<file path="config.mk">
export PLATFORM = sky130hd
export DESIGN_NAME = nvm_page_program_controller
export DESIGN_NICKNAME = d
export VERILOG_FILES = /design/src/include/nvm_pkg.sv /design/src/logic/nvm_page_program_controller.sv
export VERILOG_INCLUDE_DIRS = /design/src /design/src/include
export SDC_FILE = /design/constraint.sdc
export NUM_CORES = 1
export LEC_CHECK = 0
export BUFFER_PORTS_ARGS = -buffer_cell sky130_fd_sc_hd__buf_2
export CORE_MARGIN = 2
export CORE_UTILIZATION = 45
export DETAILED_ROUTE_END_ITERATION = 16
export PLACE_DENSITY = 0.72
export SKIP_LAST_GASP = 1
export SLEW_MARGIN = 20
export SYNTH_ARGS = -nofsm -noshare
export SYNTH_HDL_FRONTEND = slang
export SYNTH_SLANG_ARGS = --single-unit
</file>
<file path="constraint.sdc">
create_clock -name clk -period 3.5 [get_ports clk]
set_clock_uncertainty 0.05 [all_clocks]
set_input_delay 0.7 -clock clk [delete_from_list [all_inputs] [get_ports clk]]
set_output_delay 0.7 -clock clk [all_outputs]
set_load 0.05 [all_outputs]
</file>
<file path="src/include/nvm_defs.svh">
/*
 * constants of the nonvolatile controller: register indexes, fields, commands, memory map and timing.
 * assumes an includer that needs plain `define values and no code.
 */
`ifndef NVM_DEFS_SVH
`define NVM_DEFS_SVH
// register indexes, byte address is four times the index
`define IDX_CTRLA 4'h0
`define IDX_CTRLB 4'h1
`define IDX_STATUS 4'h2
`define IDX_INTCTRL 4'h3
`define IDX_INTFLAGS 4'h4
`define IDX_DATA 4'h6
`define IDX_ADDR 4'h8
`define IDX_CCP 4'hC
// fields
`define CTRLB_WP_BIT 0
`define CTRLB_LOCK_BIT 1
`define CCP_SPM_BIT 1
`define SPM_KEY 8'h9D
// commands
`define CMD_NONE 3'h0
`define CMD_PAGE_WRITE 3'h1
`define CMD_PAGE_ERASE 3'h2
`define CMD_ERASE_WRITE 3'h3
`define CMD_BUF_CLEAR 3'h4
`define CMD_CHIP_ERASE 3'h5
`define CMD_EE_ERASE 3'h6
`define CMD_FUSE_WRITE 3'h7
// memory map
`define FLASH_BASE 16'h8000
`define EE_BASE 16'h1400
`define USER_BASE 16'h1300
`define SECTION_BLOCK 256
// timing
`define CLK_NS 5
`define STEP_NS 20
`define STEP_CYC ((`STEP_NS + `CLK_NS - 1) / `CLK_NS)
`define CLEAR_CYC 7
`define CCP_CYC 4
`endif

</file>
<file path="src/include/nvm_pkg.sv">
/*
 * types of the nonvolatile controller.
 * assumes nothing beyond a SystemVerilog compiler.
 */
package nvm_pkg;
	typedef enum logic [6:0] {
		S_IDLE = 7'h01, S_ERASE = 7'h02, S_PROG = 7'h04, S_CLEAR = 7'h08,
		S_CHIP = 7'h10, S_EEALL = 7'h20, S_FUSE = 7'h40
	} state_type;
	typedef enum logic [1:0] {R_NONE = 2'h0, R_FLASH = 2'h1, R_EE = 2'h2, R_USER = 2'h3} region_type;
	typedef enum logic [1:0] {SEC_BOOT = 2'h0, SEC_CODE = 2'h1, SEC_DATA = 2'h2} section_type;
	typedef struct packed {logic req; logic write; logic [15:0] addr; logic [7:0] wdata;} mem_req_type;
	typedef struct packed {logic en; logic erase; logic [15:0] addr; logic [7:0] data;} nv_port_type;
	typedef struct packed {logic en; logic [15:0] addr; logic [7:0] data;} fuse_wr_type;
endpackage

</file>
<file path="src/logic/nvm_page_program_controller.sv">
/*
 * page buffer, protection and command sequencer between the cpu bus and the nonvolatile arrays.
 * assumes an APB master on clk, a cpu store/load port on clk, same-clock fuse levels and an array
 * that performs each nv_port byte strobe.
 */
`timescale 1ns/1ps
`include "nvm_defs.svh"
module nvm_page_program_controller import nvm_pkg::*; #(
	parameter int FLASH_BYTES = 8192,
	parameter int FLASH_PAGE = 64,
	parameter int EE_BYTES = 128,
	parameter int EE_PAGE = 32
) (
	input wire logic clk, // 200 MHz clock
	input wire logic sys_rst, // synchronous reset
	input wire logic psel, // apb select
	input wire logic penable, // apb enable
	input wire logic pwrite, // apb direction
	input wire logic [11:0] paddr, // apb byte address
	input wire logic [31:0] pwdata, // apb write data
	output logic [31:0] prdata, // apb read data
	output logic pready, // apb ready
	output logic pslverr, // apb error on unmapped
	input wire logic dbgAccess, // access comes from the debug port
	input wire mem_req_type memReq, // cpu store or load
	input wire logic [7:0] memRdataIn, // array read data
	output logic [7:0] memRdata, // load data to cpu
	output logic memWait, // bus wait state
	input wire section_type execSection, // section code runs from
	input wire logic wakeUp, // wake from sleep pulse
	input wire logic [7:0] bootEndFuse, // boot end fuse
	input wire logic [7:0] codeEndFuse, // code end fuse
	input wire logic eepromKeepOnErase, // keep eeprom on chip erase
	output nv_port_type nvPort, // array byte strobe
	output fuse_wr_type fuseWr, // fuse write strobe
	output logic cpuHalt // halts the cpu
);
	localparam int IW = $clog2(FLASH_PAGE);
	localparam logic [15:0] STEP_LAST = 16'(`STEP_CYC - 1);
	state_type state_r;
	logic [7:0] buf_r [FLASH_PAGE];
	logic [FLASH_PAGE-1:0] mark_r;
	logic [15:0] pageAddr_r, addrReg_r, dataReg_r, idx_r, stepCnt_r, lastIdx_r;
	logic [7:0] boot_end_fuse_r, codeEnd_r;
	logic keep_r, codeWp_r, boot_read_lock_r, ccpOpen_r, busyF_r, busyE_r, wrErr_r, eeprom_ready_irq_r, eeIrqEn_r;
	logic eraseThenProg_r, opHalt_r;
	logic [2:0] ccpCnt_r;
	region_type tgt_r, storeRgn, cmdRgn;
	section_type cmdSec;
	nv_port_type nv_nxt;
	logic apbSetup, apbWr, mapped, cmdWr, cmdGo, deny, storeOk, bufClear, lastStep, stepDone;
	logic [3:0] idx;
	logic [2:0] cmd;
	logic [IW-1:0] storeIdx;

	function automatic region_type regionOf(input logic [15:0] a);
		if (a >= `FLASH_BASE && a - `FLASH_BASE < 16'(FLASH_BYTES))
			return R_FLASH;
		else if (a >= `EE_BASE && a - `EE_BASE < 16'(EE_BYTES))
			return R_EE;
		else if (a >= `USER_BASE && a - `USER_BASE < 16'(EE_PAGE))
			return R_USER;
		return R_NONE;
	endfunction

	// section from 256-byte block number of the flash offset
	function automatic section_type sectionOf(input logic [15:0] a, input logic [7:0] be, input logic [7:0] ce);
		logic [7:0] blk;
		blk = 8'((a - `FLASH_BASE) / `SECTION_BLOCK);
		// zero fuses widen boot or code section
		if (be == 8'h00 && ce == 8'h00)
			return SEC_BOOT;
		if (blk < be)
			return SEC_BOOT;
		if (ce == 8'h00 || blk < ce)
			return SEC_CODE;
		return SEC_DATA;
	endfunction

	// apb decode, zero wait states
	assign idx = paddr[5:2];
	assign apbSetup = psel && !penable;
	assign apbWr = psel && penable && pwrite;
	assign mapped = paddr[11:6] == 6'h00 && paddr[1:0] == 2'h0 && idx != 4'h5 && idx != 4'h7
		&& idx <= `IDX_CCP && !(idx > `IDX_ADDR && idx < `IDX_CCP);
	assign pready = 1'b1;
	assign pslverr = psel && penable && !mapped;
	assign cmd = pwdata[2:0];
	assign cmdWr = apbWr && mapped && idx == `IDX_CTRLA;
	// command taken only inside the window, idle and not busy
	assign cmdGo = cmdWr && ccpOpen_r && state_r == S_IDLE && cmd != `CMD_NONE
		// fuse write refused unless the debug port issues it
		&& (cmd != `CMD_FUSE_WRITE || dbgAccess);

	// read data latched in the setup phase
	always_ff @(posedge clk)
	begin
		if (sys_rst)
			prdata <= 32'h0;
		else if (apbSetup && !pwrite)
			unique case (idx)
				`IDX_CTRLB: prdata <= {30'h0, boot_read_lock_r, codeWp_r};
				`IDX_STATUS: prdata <= {29'h0, wrErr_r, busyE_r, busyF_r};
				`IDX_INTCTRL: prdata <= {31'h0, eeIrqEn_r};
				`IDX_INTFLAGS: prdata <= {31'h0, eeprom_ready_irq_r};
				`IDX_DATA: prdata <= {16'h0, dataReg_r};
				`IDX_ADDR: prdata <= {16'h0, addrReg_r};
				`IDX_CCP: prdata <= {30'h0, ccpOpen_r, 1'b0};
				default: prdata <= 32'h0;
			endcase
	end

	// key opens a short window, any command write closes it
	always_ff @(posedge clk)
	begin
		if (sys_rst)
		begin
			ccpOpen_r <= 1'b0;
			ccpCnt_r <= 3'h0;
		end
		else if (apbWr && mapped && idx == `IDX_CCP && pwdata[7:0] == `SPM_KEY)
		begin
			ccpOpen_r <= 1'b1;
			ccpCnt_r <= 3'(`CCP_CYC - 1);
		end
		else if (cmdWr || ccpCnt_r == 3'h0)
			ccpOpen_r <= 1'b0;
		else
			ccpCnt_r <= ccpCnt_r - 3'h1;
	end

	// protect bits only set, cleared by reset; lock written from boot only
	always_ff @(posedge clk)
	begin
		if (sys_rst)
		begin
			codeWp_r <= 1'b0;
			boot_read_lock_r <= 1'b0;
			eeIrqEn_r <= 1'b0;
			addrReg_r <= 16'h0;
			dataReg_r <= 16'h0;
		end
		else if (apbWr && mapped)
		begin
			if (idx == `IDX_CTRLB)
			begin
				codeWp_r <= codeWp_r | pwdata[`CTRLB_WP_BIT];
				boot_read_lock_r <= boot_read_lock_r | (pwdata[`CTRLB_LOCK_BIT] && execSection == SEC_BOOT);
			end
			if (idx == `IDX_INTCTRL)
				eeIrqEn_r <= pwdata[0];
			if (idx == `IDX_ADDR)
				addrReg_r <= pwdata[15:0];
			if (idx == `IDX_DATA)
				dataReg_r <= pwdata[15:0];
		end
	end

	// fuses are taken while reset holds, so a new fuse acts after reset
	always_ff @(posedge clk)
	begin
		if (sys_rst)
		begin
			boot_end_fuse_r <= bootEndFuse;
			codeEnd_r <= codeEndFuse;
			keep_r <= eepromKeepOnErase;
		end
	end

	// cpu port: loads and stores wait while an operation runs
	assign storeRgn = regionOf(memReq.addr);
	assign storeIdx = memReq.addr[IW-1:0];
	assign storeOk = memReq.req && memReq.write && storeRgn != R_NONE && state_r == S_IDLE;
	assign memWait = memReq.req && storeRgn != R_NONE && state_r != S_IDLE;
	// locked boot section reads as zero outside boot
	assign memRdata = (boot_read_lock_r && execSection != SEC_BOOT && storeRgn == R_FLASH
		&& sectionOf(memReq.addr, boot_end_fuse_r, codeEnd_r) == SEC_BOOT) ? 8'h00 : memRdataIn;

	// page address follows the last store
	always_ff @(posedge clk)
	begin
		if (sys_rst)
			pageAddr_r <= 16'h0;
		else if (storeOk)
			pageAddr_r <= memReq.addr;
	end

	// buffer back to ones on reset, completed page write, page erase and buffer clear, and wake
	assign bufClear = sys_rst || wakeUp || (stepDone && lastStep
		&& (state_r == S_PROG || state_r == S_CLEAR || (state_r == S_ERASE && !eraseThenProg_r)));
	genvar g;
	generate
		for (g = 0; g < FLASH_PAGE; g++)
		begin : gBuf
			// store merges by AND and marks the byte
			always_ff @(posedge clk)
			begin
				if (bufClear)
				begin
					buf_r[g] <= 8'hFF;
					mark_r[g] <= 1'b0;
				end
				else if (storeOk && storeIdx == IW'(g))
				begin
					buf_r[g] <= buf_r[g] & memReq.wdata;
					mark_r[g] <= 1'b1;
				end
			end
		end
	endgenerate

	// directional protection for page commands, a denied one only sets the write error
	assign cmdRgn = regionOf(pageAddr_r);
	assign cmdSec = sectionOf(pageAddr_r, boot_end_fuse_r, codeEnd_r);
	always_comb
	begin
		deny = 1'b0;
		if (cmdRgn == R_NONE)
			deny = 1'b1;
		else if (cmdRgn == R_FLASH)
			unique case (cmdSec)
				SEC_BOOT: deny = !dbgAccess || boot_read_lock_r;
				SEC_CODE: deny = codeWp_r || (!dbgAccess && execSection != SEC_BOOT);
				default: deny = !dbgAccess && execSection == SEC_DATA;
			endcase
		// the debug port reaches the user row regardless of the cpu section
		else
			deny = !dbgAccess && execSection == SEC_DATA;
	end

	// step timing: STEP_CYC cycles per byte, the byte strobe in the first
	assign stepDone = state_r == S_CLEAR ? stepCnt_r == 16'(`CLEAR_CYC - 1) : stepCnt_r == STEP_LAST;
	assign lastStep = state_r == S_CLEAR || state_r == S_FUSE || idx_r == lastIdx_r;

	// sequencer; synchronous reset drops any operation at once
	always_ff @(posedge clk)
	begin
		if (sys_rst)
		begin
			state_r <= S_IDLE;
			idx_r <= 16'h0;
			stepCnt_r <= 16'h0;
			lastIdx_r <= 16'h0;
			tgt_r <= R_NONE;
			eraseThenProg_r <= 1'b0;
			opHalt_r <= 1'b0;
			busyF_r <= 1'b0;
			busyE_r <= 1'b0;
			wrErr_r <= 1'b0;
		end
		else if (state_r == S_IDLE)
		begin
			idx_r <= 16'h0;
			stepCnt_r <= 16'h0;
			if (cmdGo)
			begin
				wrErr_r <= 1'b0;
				tgt_r <= cmdRgn;
				lastIdx_r <= 16'(cmdRgn == R_FLASH ? FLASH_PAGE - 1 : EE_PAGE - 1);
				opHalt_r <= cmdRgn == R_FLASH;
				eraseThenProg_r <= cmd == `CMD_ERASE_WRITE;
				unique case (cmd)
					`CMD_PAGE_WRITE, `CMD_PAGE_ERASE, `CMD_ERASE_WRITE:
					begin
						if (deny)
							wrErr_r <= 1'b1;
						else if (cmd != `CMD_PAGE_ERASE || mark_r != '0)
						begin
							state_r <= cmd == `CMD_PAGE_WRITE ? S_PROG : S_ERASE;
							busyF_r <= cmdRgn == R_FLASH;
							busyE_r <= cmdRgn != R_FLASH;
						end
					end
					`CMD_BUF_CLEAR:
					begin
						state_r <= S_CLEAR;
						opHalt_r <= 1'b1;
					end
					`CMD_CHIP_ERASE:
					begin
						state_r <= S_CHIP;
						opHalt_r <= 1'b1;
						lastIdx_r <= 16'(keep_r ? FLASH_BYTES - 1 : FLASH_BYTES + EE_BYTES - 1);
						busyF_r <= 1'b1;
						busyE_r <= !keep_r;
					end
					`CMD_EE_ERASE:
					begin
						state_r <= S_EEALL;
						opHalt_r <= 1'b1;
						lastIdx_r <= 16'(EE_BYTES - 1);
						busyE_r <= 1'b1;
					end
					default:
					begin
						state_r <= S_FUSE;
						opHalt_r <= 1'b1;
					end
				endcase
			end
		end
		else if (stepDone)
		begin
			stepCnt_r <= 16'h0;
			idx_r <= idx_r + 16'h1;
			if (lastStep)
			begin
				idx_r <= 16'h0;
				// erase phase hands over to write without clearing
				if (state_r == S_ERASE && eraseThenProg_r)
					state_r <= S_PROG;
				else
				begin
					state_r <= S_IDLE;
					busyF_r <= 1'b0;
					busyE_r <= 1'b0;
				end
			end
		end
		else
			stepCnt_r <= stepCnt_r + 16'h1;
	end

	// flash page operations, buffer clear, chip and eeprom erase and fuse write halt the cpu; eeprom and user row page ones let it run
	assign cpuHalt = state_r != S_IDLE && opHalt_r;

	// byte strobe for the current step
	always_comb
	begin
		nv_nxt = '0;
		nv_nxt.addr = (pageAddr_r & ~16'(tgt_r == R_FLASH ? FLASH_PAGE - 1 : EE_PAGE - 1)) + idx_r;
		nv_nxt.data = buf_r[idx_r[IW-1:0]];
		if (stepCnt_r == 16'h0)
			unique case (state_r)
				// eeprom and user row touch marked bytes only
				// eeprom page erase limited to marked bytes
				S_ERASE:
				begin
					nv_nxt.en = tgt_r == R_FLASH || mark_r[idx_r[IW-1:0]];
					nv_nxt.erase = 1'b1;
					nv_nxt.data = 8'hFF;
				end
				S_PROG: nv_nxt.en = tgt_r == R_FLASH || mark_r[idx_r[IW-1:0]];
				// chip erase walks flash, then eeprom unless keep is set, never the user row
				S_CHIP:
				begin
					nv_nxt.en = 1'b1;
					nv_nxt.erase = 1'b1;
					nv_nxt.data = 8'hFF;
					nv_nxt.addr = idx_r < 16'(FLASH_BYTES) ? `FLASH_BASE + idx_r : `EE_BASE + idx_r - 16'(FLASH_BYTES);
				end
				S_EEALL:
				begin
					nv_nxt.en = 1'b1;
					nv_nxt.erase = 1'b1;
					nv_nxt.data = 8'hFF;
					nv_nxt.addr = `EE_BASE + idx_r;
				end
				default: nv_nxt = '0;
			endcase
	end

	// array and fuse strobes from flops
	always_ff @(posedge clk)
	begin
		if (sys_rst)
		begin
			nvPort <= '0;
			fuseWr <= '0;
		end
		else
		begin
			nvPort <= nv_nxt;
			fuseWr.en <= state_r == S_FUSE && stepCnt_r == 16'h0;
			fuseWr.addr <= addrReg_r;
			fuseWr.data <= dataReg_r[7:0];
		end
	end

	// ready flag set when eeprom busy ends; set wins over write-one-clear
	always_ff @(posedge clk)
	begin
		if (sys_rst)
			eeprom_ready_irq_r <= 1'b0;
		else if (busyE_r && stepDone && lastStep && !(state_r == S_ERASE && eraseThenProg_r))
			eeprom_ready_irq_r <= 1'b1;
		else if (apbWr && mapped && idx == `IDX_INTFLAGS && pwdata[0])
			eeprom_ready_irq_r <= 1'b0;
	end

	a_cmd_ignored: assert property (@(posedge clk) disable iff (sys_rst)
		(cmdWr && !ccpOpen_r) |=> $stable(state_r) && $stable(nvPort))
		else $error("command accepted without window");
	a_clear_halt: assert property (@(posedge clk) disable iff (sys_rst)
		($rose(state_r == S_CLEAR)) |-> cpuHalt [*7] ##1 state_r == S_IDLE)
		else $error("buffer clear halt not seven cycles");
	a_boot_never: assert property (@(posedge clk) disable iff (sys_rst)
		(nvPort.en && $past(state_r) != S_CHIP && regionOf(nvPort.addr) == R_FLASH && !$past(dbgAccess, 2)
		&& sectionOf(nvPort.addr, boot_end_fuse_r, codeEnd_r) == SEC_BOOT) |-> 1'b0)
		else $error("cpu wrote boot section");
	a_load_wait: assert property (@(posedge clk) disable iff (sys_rst)
		(memReq.req && storeRgn != R_NONE && busyF_r) |-> memWait)
		else $error("load not stalled while busy");
	a_busy_flag: assert property (@(posedge clk) disable iff (sys_rst)
		(cmdGo && !deny && cmd == `CMD_PAGE_WRITE && cmdRgn == R_EE) |=> busyE_r && !busyF_r && !cpuHalt)
		else $error("eeprom busy flag wrong");
	a_ready_flag: assert property (@(posedge clk) disable iff (sys_rst)
		$fell(busyE_r) |-> eeprom_ready_irq_r)
		else $error("eeprom ready flag not raised");
	a_fuse_port: assert property (@(posedge clk) disable iff (sys_rst)
		(cmdWr && ccpOpen_r && cmd == `CMD_FUSE_WRITE && !dbgAccess) |=> state_r == S_IDLE ##1 !fuseWr.en)
		else $error("fuse write from cpu");
	a_deny_error: assert property (@(posedge clk) disable iff (sys_rst)
		(cmdGo && deny && cmd == `CMD_PAGE_WRITE) |=> wrErr_r && state_r == S_IDLE)
		else $error("denied write started");
	a_merge_and: assert property (@(posedge clk) disable iff (sys_rst)
		(storeOk && !wakeUp) |=> buf_r[$past(storeIdx)] == ($past(buf_r[storeIdx]) & $past(memReq.wdata)))
		else $error("page buffer not AND merged");
	a_marked_only: assert property (@(posedge clk) disable iff (sys_rst)
		(nv_nxt.en && tgt_r != R_FLASH && (state_r == S_PROG || state_r == S_ERASE)) |-> mark_r[idx_r[IW-1:0]])
		else $error("unmarked eeprom byte touched");
endmodule

</file>
Word level (Yosys, flattened, before mapping)
Memories as Yosys holds them, arrays and structs flattened. A register that Yosys moved wholly into a read port is not among the register bits.
Cells that the tools add are included.
{ "word_totals": {"mem_count": 1, "register_bits": 282, "ramBits": 512, "elab_cells": 886, "out_inout_bits": 95, "inputBits": 104} }
{ "classes": {"muxes": 346, "n_eq_ne": 105, "addsub": 15, "order_cmp": 21, "reduce_logical": 170, "n_bitwise": 133} }
{ "mem_list": {"columns": ["memory", "depth", "width", "rd", "rd_clocked_by_memory_dff", "write_ports", "line_no", "source"], "rows": [
  ["buf_r", 64, 8, 65, 1, 64, "nvm_page_program_controller.sv:41", "logic [7:0] buf_r [FLASH_PAGE];"]
]} }
{ "op_table": {"columns": ["op", "n"], "rows": [
  ["two-way mux 8 bit", 65],
  ["AND 8 bit", 64],
  ["two-way mux 1 bit", 234],
  ["equality test 6 bit, second input constant", 32],
  ["logical AND 1 bit", 112],
  ["one-hot mux 16 bit (7 select lines)", 1],
  ["equality test 6 x 5 -> 1 bit, second input constant", 16],
  ["OR 1 bit", 66],
  ["greater-or-equal comparator 16 x 13 -> 1 bit, second input constant", 4],
  ["nonzero test 64 bit", 1],
  ["subtractor 16 x 13 -> 16 bit, second input constant", 4],
  ["subtractor 16 bit, second input constant", 4],
  ["equality test 6 x 4 -> 1 bit, second input constant", 8],
  ["< comparator 16 x 14 -> 1 bit, second input constant", 3],
  ["one-hot mux 16 bit (3 select lines)", 1],
  ["two-way mux 2 bit", 21],
  ["two-way mux 7 bit", 6],
  ["adder 16 x 1 -> 16 bit, second input constant", 2],
  ["greater-or-equal comparator 16 bit, second input constant", 2],
  ["< comparator 16 x 6 -> 1 bit, second input constant", 2],
  ["< comparator 16 x 8 -> 1 bit, second input constant", 2],
  ["< comparator 8 bit", 4],
  ["two-way mux 16 bit", 2],
  ["one-hot mux 14 bit (2 select lines)", 1],
  ["other kinds (67)", 133]
]} }

Longest topological paths before layout
{ "depth": {"depth_word": 17, "ltp_mapped": 11, "depth_no_buf": 11} }

Worst setup path before layout
Ideal clock, no wire load.
{ "synth_path": {"path_type": "in2reg", "from": "input memReq[13] (netlist name)", "to": "memory buf_r[15][0], enable pin", "arrival_time_ps": 3144, "setup_slack_ps": -78, "n_path_buf": 2, "setup_ps": 384, "required_time_ps": 3066, "path_stages": 8, "path_cell_list": "nor4b_1 -> a22oi_1 -> nor4b_1 -> o2111a_1 -> or3b_2 -> buf_4 -> buf_2 -> o21ai_0"} }
{ "synth_rtl": {"columns": ["item", "line_no", "source"], "rows": [
  ["start: declaration", "nvm_page_program_controller.sv:25", "input wire mem_req_type memReq,"],
  ["end: declaration", "nvm_page_program_controller.sv:41", null]
]} }

Final worst setup path
{ "layout_path": {"from": "register codeEnd_r[5]", "to": "output memRdata[3]"} }
{ "layout_between": {"elab_chain_len": 11, "elab_cells_between_ends": 15, "cone_classes": "order compare: 1; mux: 9; reduce/logical: 5"} }
{ "layout_rtl": {"columns": ["item", "line_no", "source"], "rows": [
  ["start: declaration", "nvm_page_program_controller.sv:44", "logic [7:0] boot_end_fuse_r, codeEnd_r;"],
  ["start signal: assignment", "nvm_page_program_controller.sv:165", "codeEnd_r <= codeEndFuse;"],
  ["< comparator 8 bit / logical NOT 8 bit (equally long branches)", "nvm_page_program_controller.sv:75, nvm_page_program_controller.sv:71", null],
  ["logical OR 1 bit", "nvm_page_program_controller.sv:75", "if (ce == 8'h00 || blk < ce)"],
  ["two-way mux 1 bit (2 in a row)", "nvm_page_program_controller.sv:75", null],
  ["two-way mux 1 bit", "nvm_page_program_controller.sv:73", "if (blk < be)"],
  ["two-way mux 2 bit", "nvm_page_program_controller.sv:77", "return SEC_DATA;"],
  ["two-way mux 2 bit", "nvm_page_program_controller.sv:75", null],
  ["two-way mux 2 bit *", "nvm_page_program_controller.sv:73", null],
  ["logical NOT 2 bit *", "nvm_page_program_controller.sv:177", "&& sectionOf(memReq.addr, boot_end_fuse_r, codeEnd_r) == SEC_BOOT) ? 8'h00 : memRdataIn;"],
  ["logical AND 1 bit *", "nvm_page_program_controller.sv:177", null],
  ["two-way mux 8 bit *", "nvm_page_program_controller.sv:177", null],
  ["end: declaration", "nvm_page_program_controller.sv:27", "output logic [7:0] memRdata,"]
]} }
Every way passes the cells marked *; elsewhere a longest branch is shown, timed or not. The select of a mux whose other input is x is not followed.

==> reports/qor.txt <==
routed vias/inst -> 5.75
core footprint -> 80400 um2
Worst Path Required -> 2.75 ns
initial DRC count -> 2556
ant diodes -> 0
number of global-route vias before repair -> 25987
routed wl met2 -> 45200 um
highest metal used -> met5
Root Driver -> clkbuf_16
met3 wire len -> 9130 um
switching power -> 4.50 mW
initial antenna violation count -> 1
GPL Wtd Cong -> 0.894
full die area -> 83500 um2
Starting Density -> 45.5%
compound-gate portion of the synthesized area -> 7.59%
worst-margin pin slew -> 1.06 ns
first-pass GRT wire length -> 148000 um
filler-free cell count of the finished design -> 4606
# setup viols final -> 0
Sequential Power Share -> 49.1%
Crit path largest cell delay -> 0.57 ns
syn_area_per_cell -> 11.3 um2
Post-Route Setup TNS -> 0 ns
adder-cell area share of the yosys netlist -> 1.36%
CTS sink cnt -> 768
CP max stage cell -> or4_1
Post-synth EDFFs -> 529
crit-path cells -> or4_1 > nor2_2 > nand3_1 > a21oi_4 > nor3b_1 > clkbuf_4
Max-cap violations -> 0
placed inst area -> 39400 um2
GR Util All Layers -> 22.7%
total CTS buffers -> 81
clock insertion delay at the later pin of the skew report -> 0.66 ns
Sw Share -> 22.7%
Clk pwr share -> 46.0%
crit-path max FO -> 8
clk buf depth -> 3
Pleak -> 13.9 nW
status -> completed
power share of the combinational group -> 4.8%
Total Power -> 19.8 mW
Power Internal -> 15.3 mW
largest family of logic cells by synthesized area -> simple AND/OR/NAND/NOR gates
Post-Synth Simple-Gate Area -> 18.6%
Netlist Area Pre-Place -> 36600 um2
RSZ-0062 raised after global routing -> no
FMAX -> 297 MHz
share of the yosys chip area belonging to registers -> 56.5%
DP Wirelength -> 65300 um
largest net degree at the start of global routing -> 74
drt first pass iters -> 6
DR WL/cell -> 20.8 um
layout overhead on the synthesized area -> 15.7%
io pins -> 199
Hold Crit Class -> input port to flip-flop
Detailed Route WL -> 95800 um
Final Cell Area -> 42300 um2
CP Class -> flip-flop to output pin
post-synthesis mux area share -> 12.0%
fraction of layout cells with a size suffix above 1 -> 21.0%
M1 WL -> 38300 um
Die H -> 289 um
gr ovfl total -> 0
antenna viol nets, final -> 0
postcts setup bufs -> 0
Cell Pwr Density -> 468 nW/um2
fin nets -> 3621
post-synthesis async set-or-reset flop share -> 0%
Tmin final -> 3.37 ns
Clock transition at path regs -> 0.06 ns
CP Capture Type -> output pin
flops & latches, synth -> 768
# port buffers -> 165
Post-synth top flop -> edfxtp_1
setup ws final -> 0.128 ns
Place WS -> 0.0142 ns
xor/xnor share of the synthesized area -> 0.982%
Synth Instances -> 3241
CTS H-Tree Depth -> 3
Core Rows -> 104
Inst Count DP -> 4455
Synth cell types -> 75
CTS tree -> done
Final Hold Viols -> 0
Crit path arrival time -> 2.62 ns
DR vias -> 26496
DRC -> 0
die width -> 289 um
startpoint type of the worst setup path -> flip-flop
Slew Limit Fails -> 0
synth warn -> 0
max_slew headroom -> 29.1%
maximum ir drop on the vdd rail -> 0.389 mV
period utilization -> 96.3%
## timing repair
item	4_1_cts	5_1_grt
pin swaps	0	1
gates resized for setup	3	3
hold buffers	0	0
setup endpoints to repair	8	8
## per-layer routing
layer,global-route usage (%),vias up
li1,-,12096
met1,30.5,12894
met2,37.1,1321
met3,4.29,183
met4,7.94,2
met5,0,-
## cell families (layout without fill, tap and decap cells)
family	after synthesis	count (layout)
AOI/OAI and AO/OA	437	437
xor gates and xnor gates	41	41
and+or+nand+nor	1492	1492
muxes	214	214
buffers and inverters	248	538
DFF	768	768
other	2	17
adders and majority gates	39	39
## synthesized netlist by cell type, types with 19 or more instances
cell type  number  area, um2
nand2_1       967       3630
edfxtp_1      529      15900
dfxtp_1       239       4780
nor2_1        205        769
mux4_2        180       4050
clkbuf_1      147        552
a21oi_1       122        611
o21ai_0        95        475
a21o_1         92        691
nand3_1        45        225
nor2b_1        42        263
ha_1           38        475
o21a_1         38        285
inv_1          34        128
mux2i_1        33        330
nor3_4         31        504
nor3_1         30        150
buf_2          28        140
a22oi_1        26        195
nor4_1         26        163
nor3_2         22        220
xor2_1         22        193
buf_4          21        158
nand4_1        20        125
xnor2_1        19        166
## sequential cells by signal, summed over array words and instances, names as in the netlist, 2 cells and up, named ones only
name / flops
buf_r: 512
mark_r: 64
nvPort: 26
fuseWr: 25
addrReg_r: 16
dataReg_r: 16
idx_r: 16
prdata: 16
stepCnt_r: 16
pageAddr_r: 11
boot_end_fuse_r: 8
codeEnd_r: 8
state_r: 7
lastIdx_r: 5
ccpCnt_r: 3
tgt_r: 2
## final cells by class
type	instances	area, um2
clock inverters	47	558
repair buffers	353	2420
fillers	6832	38100
inverters	34	128
flip-flops and latches	768	20700
multi-input cells	2240	14900
well taps	1060	1330
clock buffers	104	2280
## worst paths after layout
path	from	slack (ns)	to	depth (start not counted)
setup reg to reg	state_r[6]	0.19	buf_r[31][6]	9
hold reg to reg	dataReg_r[12]	0.41	dataReg_r[12]	2
setup / recovery	codeEnd_r[5]	0.13	memRdata[3]	6
hold / removal	bootEndFuse[0]	0.21	boot_end_fuse_r[0]	1
## worst max-delay path, delay by kind of cell (launching register included)
| kind | cells | cell delay [ns] |
|---|---|---|
| simple gates | 4 | 1.08 |
| buf+inv | 1 | 0.22 |
| flops | 1 | 0.40 |
| compound gates | 1 | 0.29 |
## per-stage QoR
stage                     util (%)  hold WS (ns)
after floorplan                  -         0.382
after global placement        49.1         0.393
after detailed placement      49.1         0.404
after CTS                     52.6         0.181
after global routing          52.6         0.186
final                         52.6         0.207
## power groups by stage
stage	Clock, mW	Sequential, mW	Combinational [mW]
2_1_floorplan	0	9.91	0.590
5_1_grt	9.56	9.72	1.05
6_report	9.11	9.72	0.956
3_5_place_dp	0	9.91	0.936
4_1_cts	9.22	9.72	0.945
3_3_place_gp	0	9.91	0.908
## placed cells by master (no fill, tap or decap), types with 12 or more instances in the layout
| master | count |
|---|---|
| nor3_1 | 29 |
| nor3_4 | 31 |
| xor2_1 | 22 |
| dfxtp_1 | 236 |
| inv_1 | 34 |
| conb_1 | 17 |
| o21ai_0 | 95 |
| a21oi_1 | 121 |
| nor2b_1 | 42 |
| nand2b_1 | 16 |
| xnor2_1 | 19 |
| clkbuf_8 | 12 |
| buf_2 | 163 |
| nor3b_1 | 13 |
| buf_12 | 14 |
| a21o_1 | 92 |
| or2_2 | 13 |
| nor2_1 | 204 |
| nor3_2 | 23 |
| nand2_1 | 967 |
| edfxtp_1 | 529 |
| ha_1 | 38 |
| clkbuf_16 | 83 |
| buf_4 | 175 |
| clkinv_1 | 13 |
| nand3_1 | 44 |
| a22oi_1 | 26 |
| o21a_1 | 37 |
| mux2i_1 | 33 |
| and3_1 | 13 |
| nor4_1 | 26 |
| mux4_2 | 180 |
| nand4_1 | 20 |
Power figures use the tool's default switching activity.
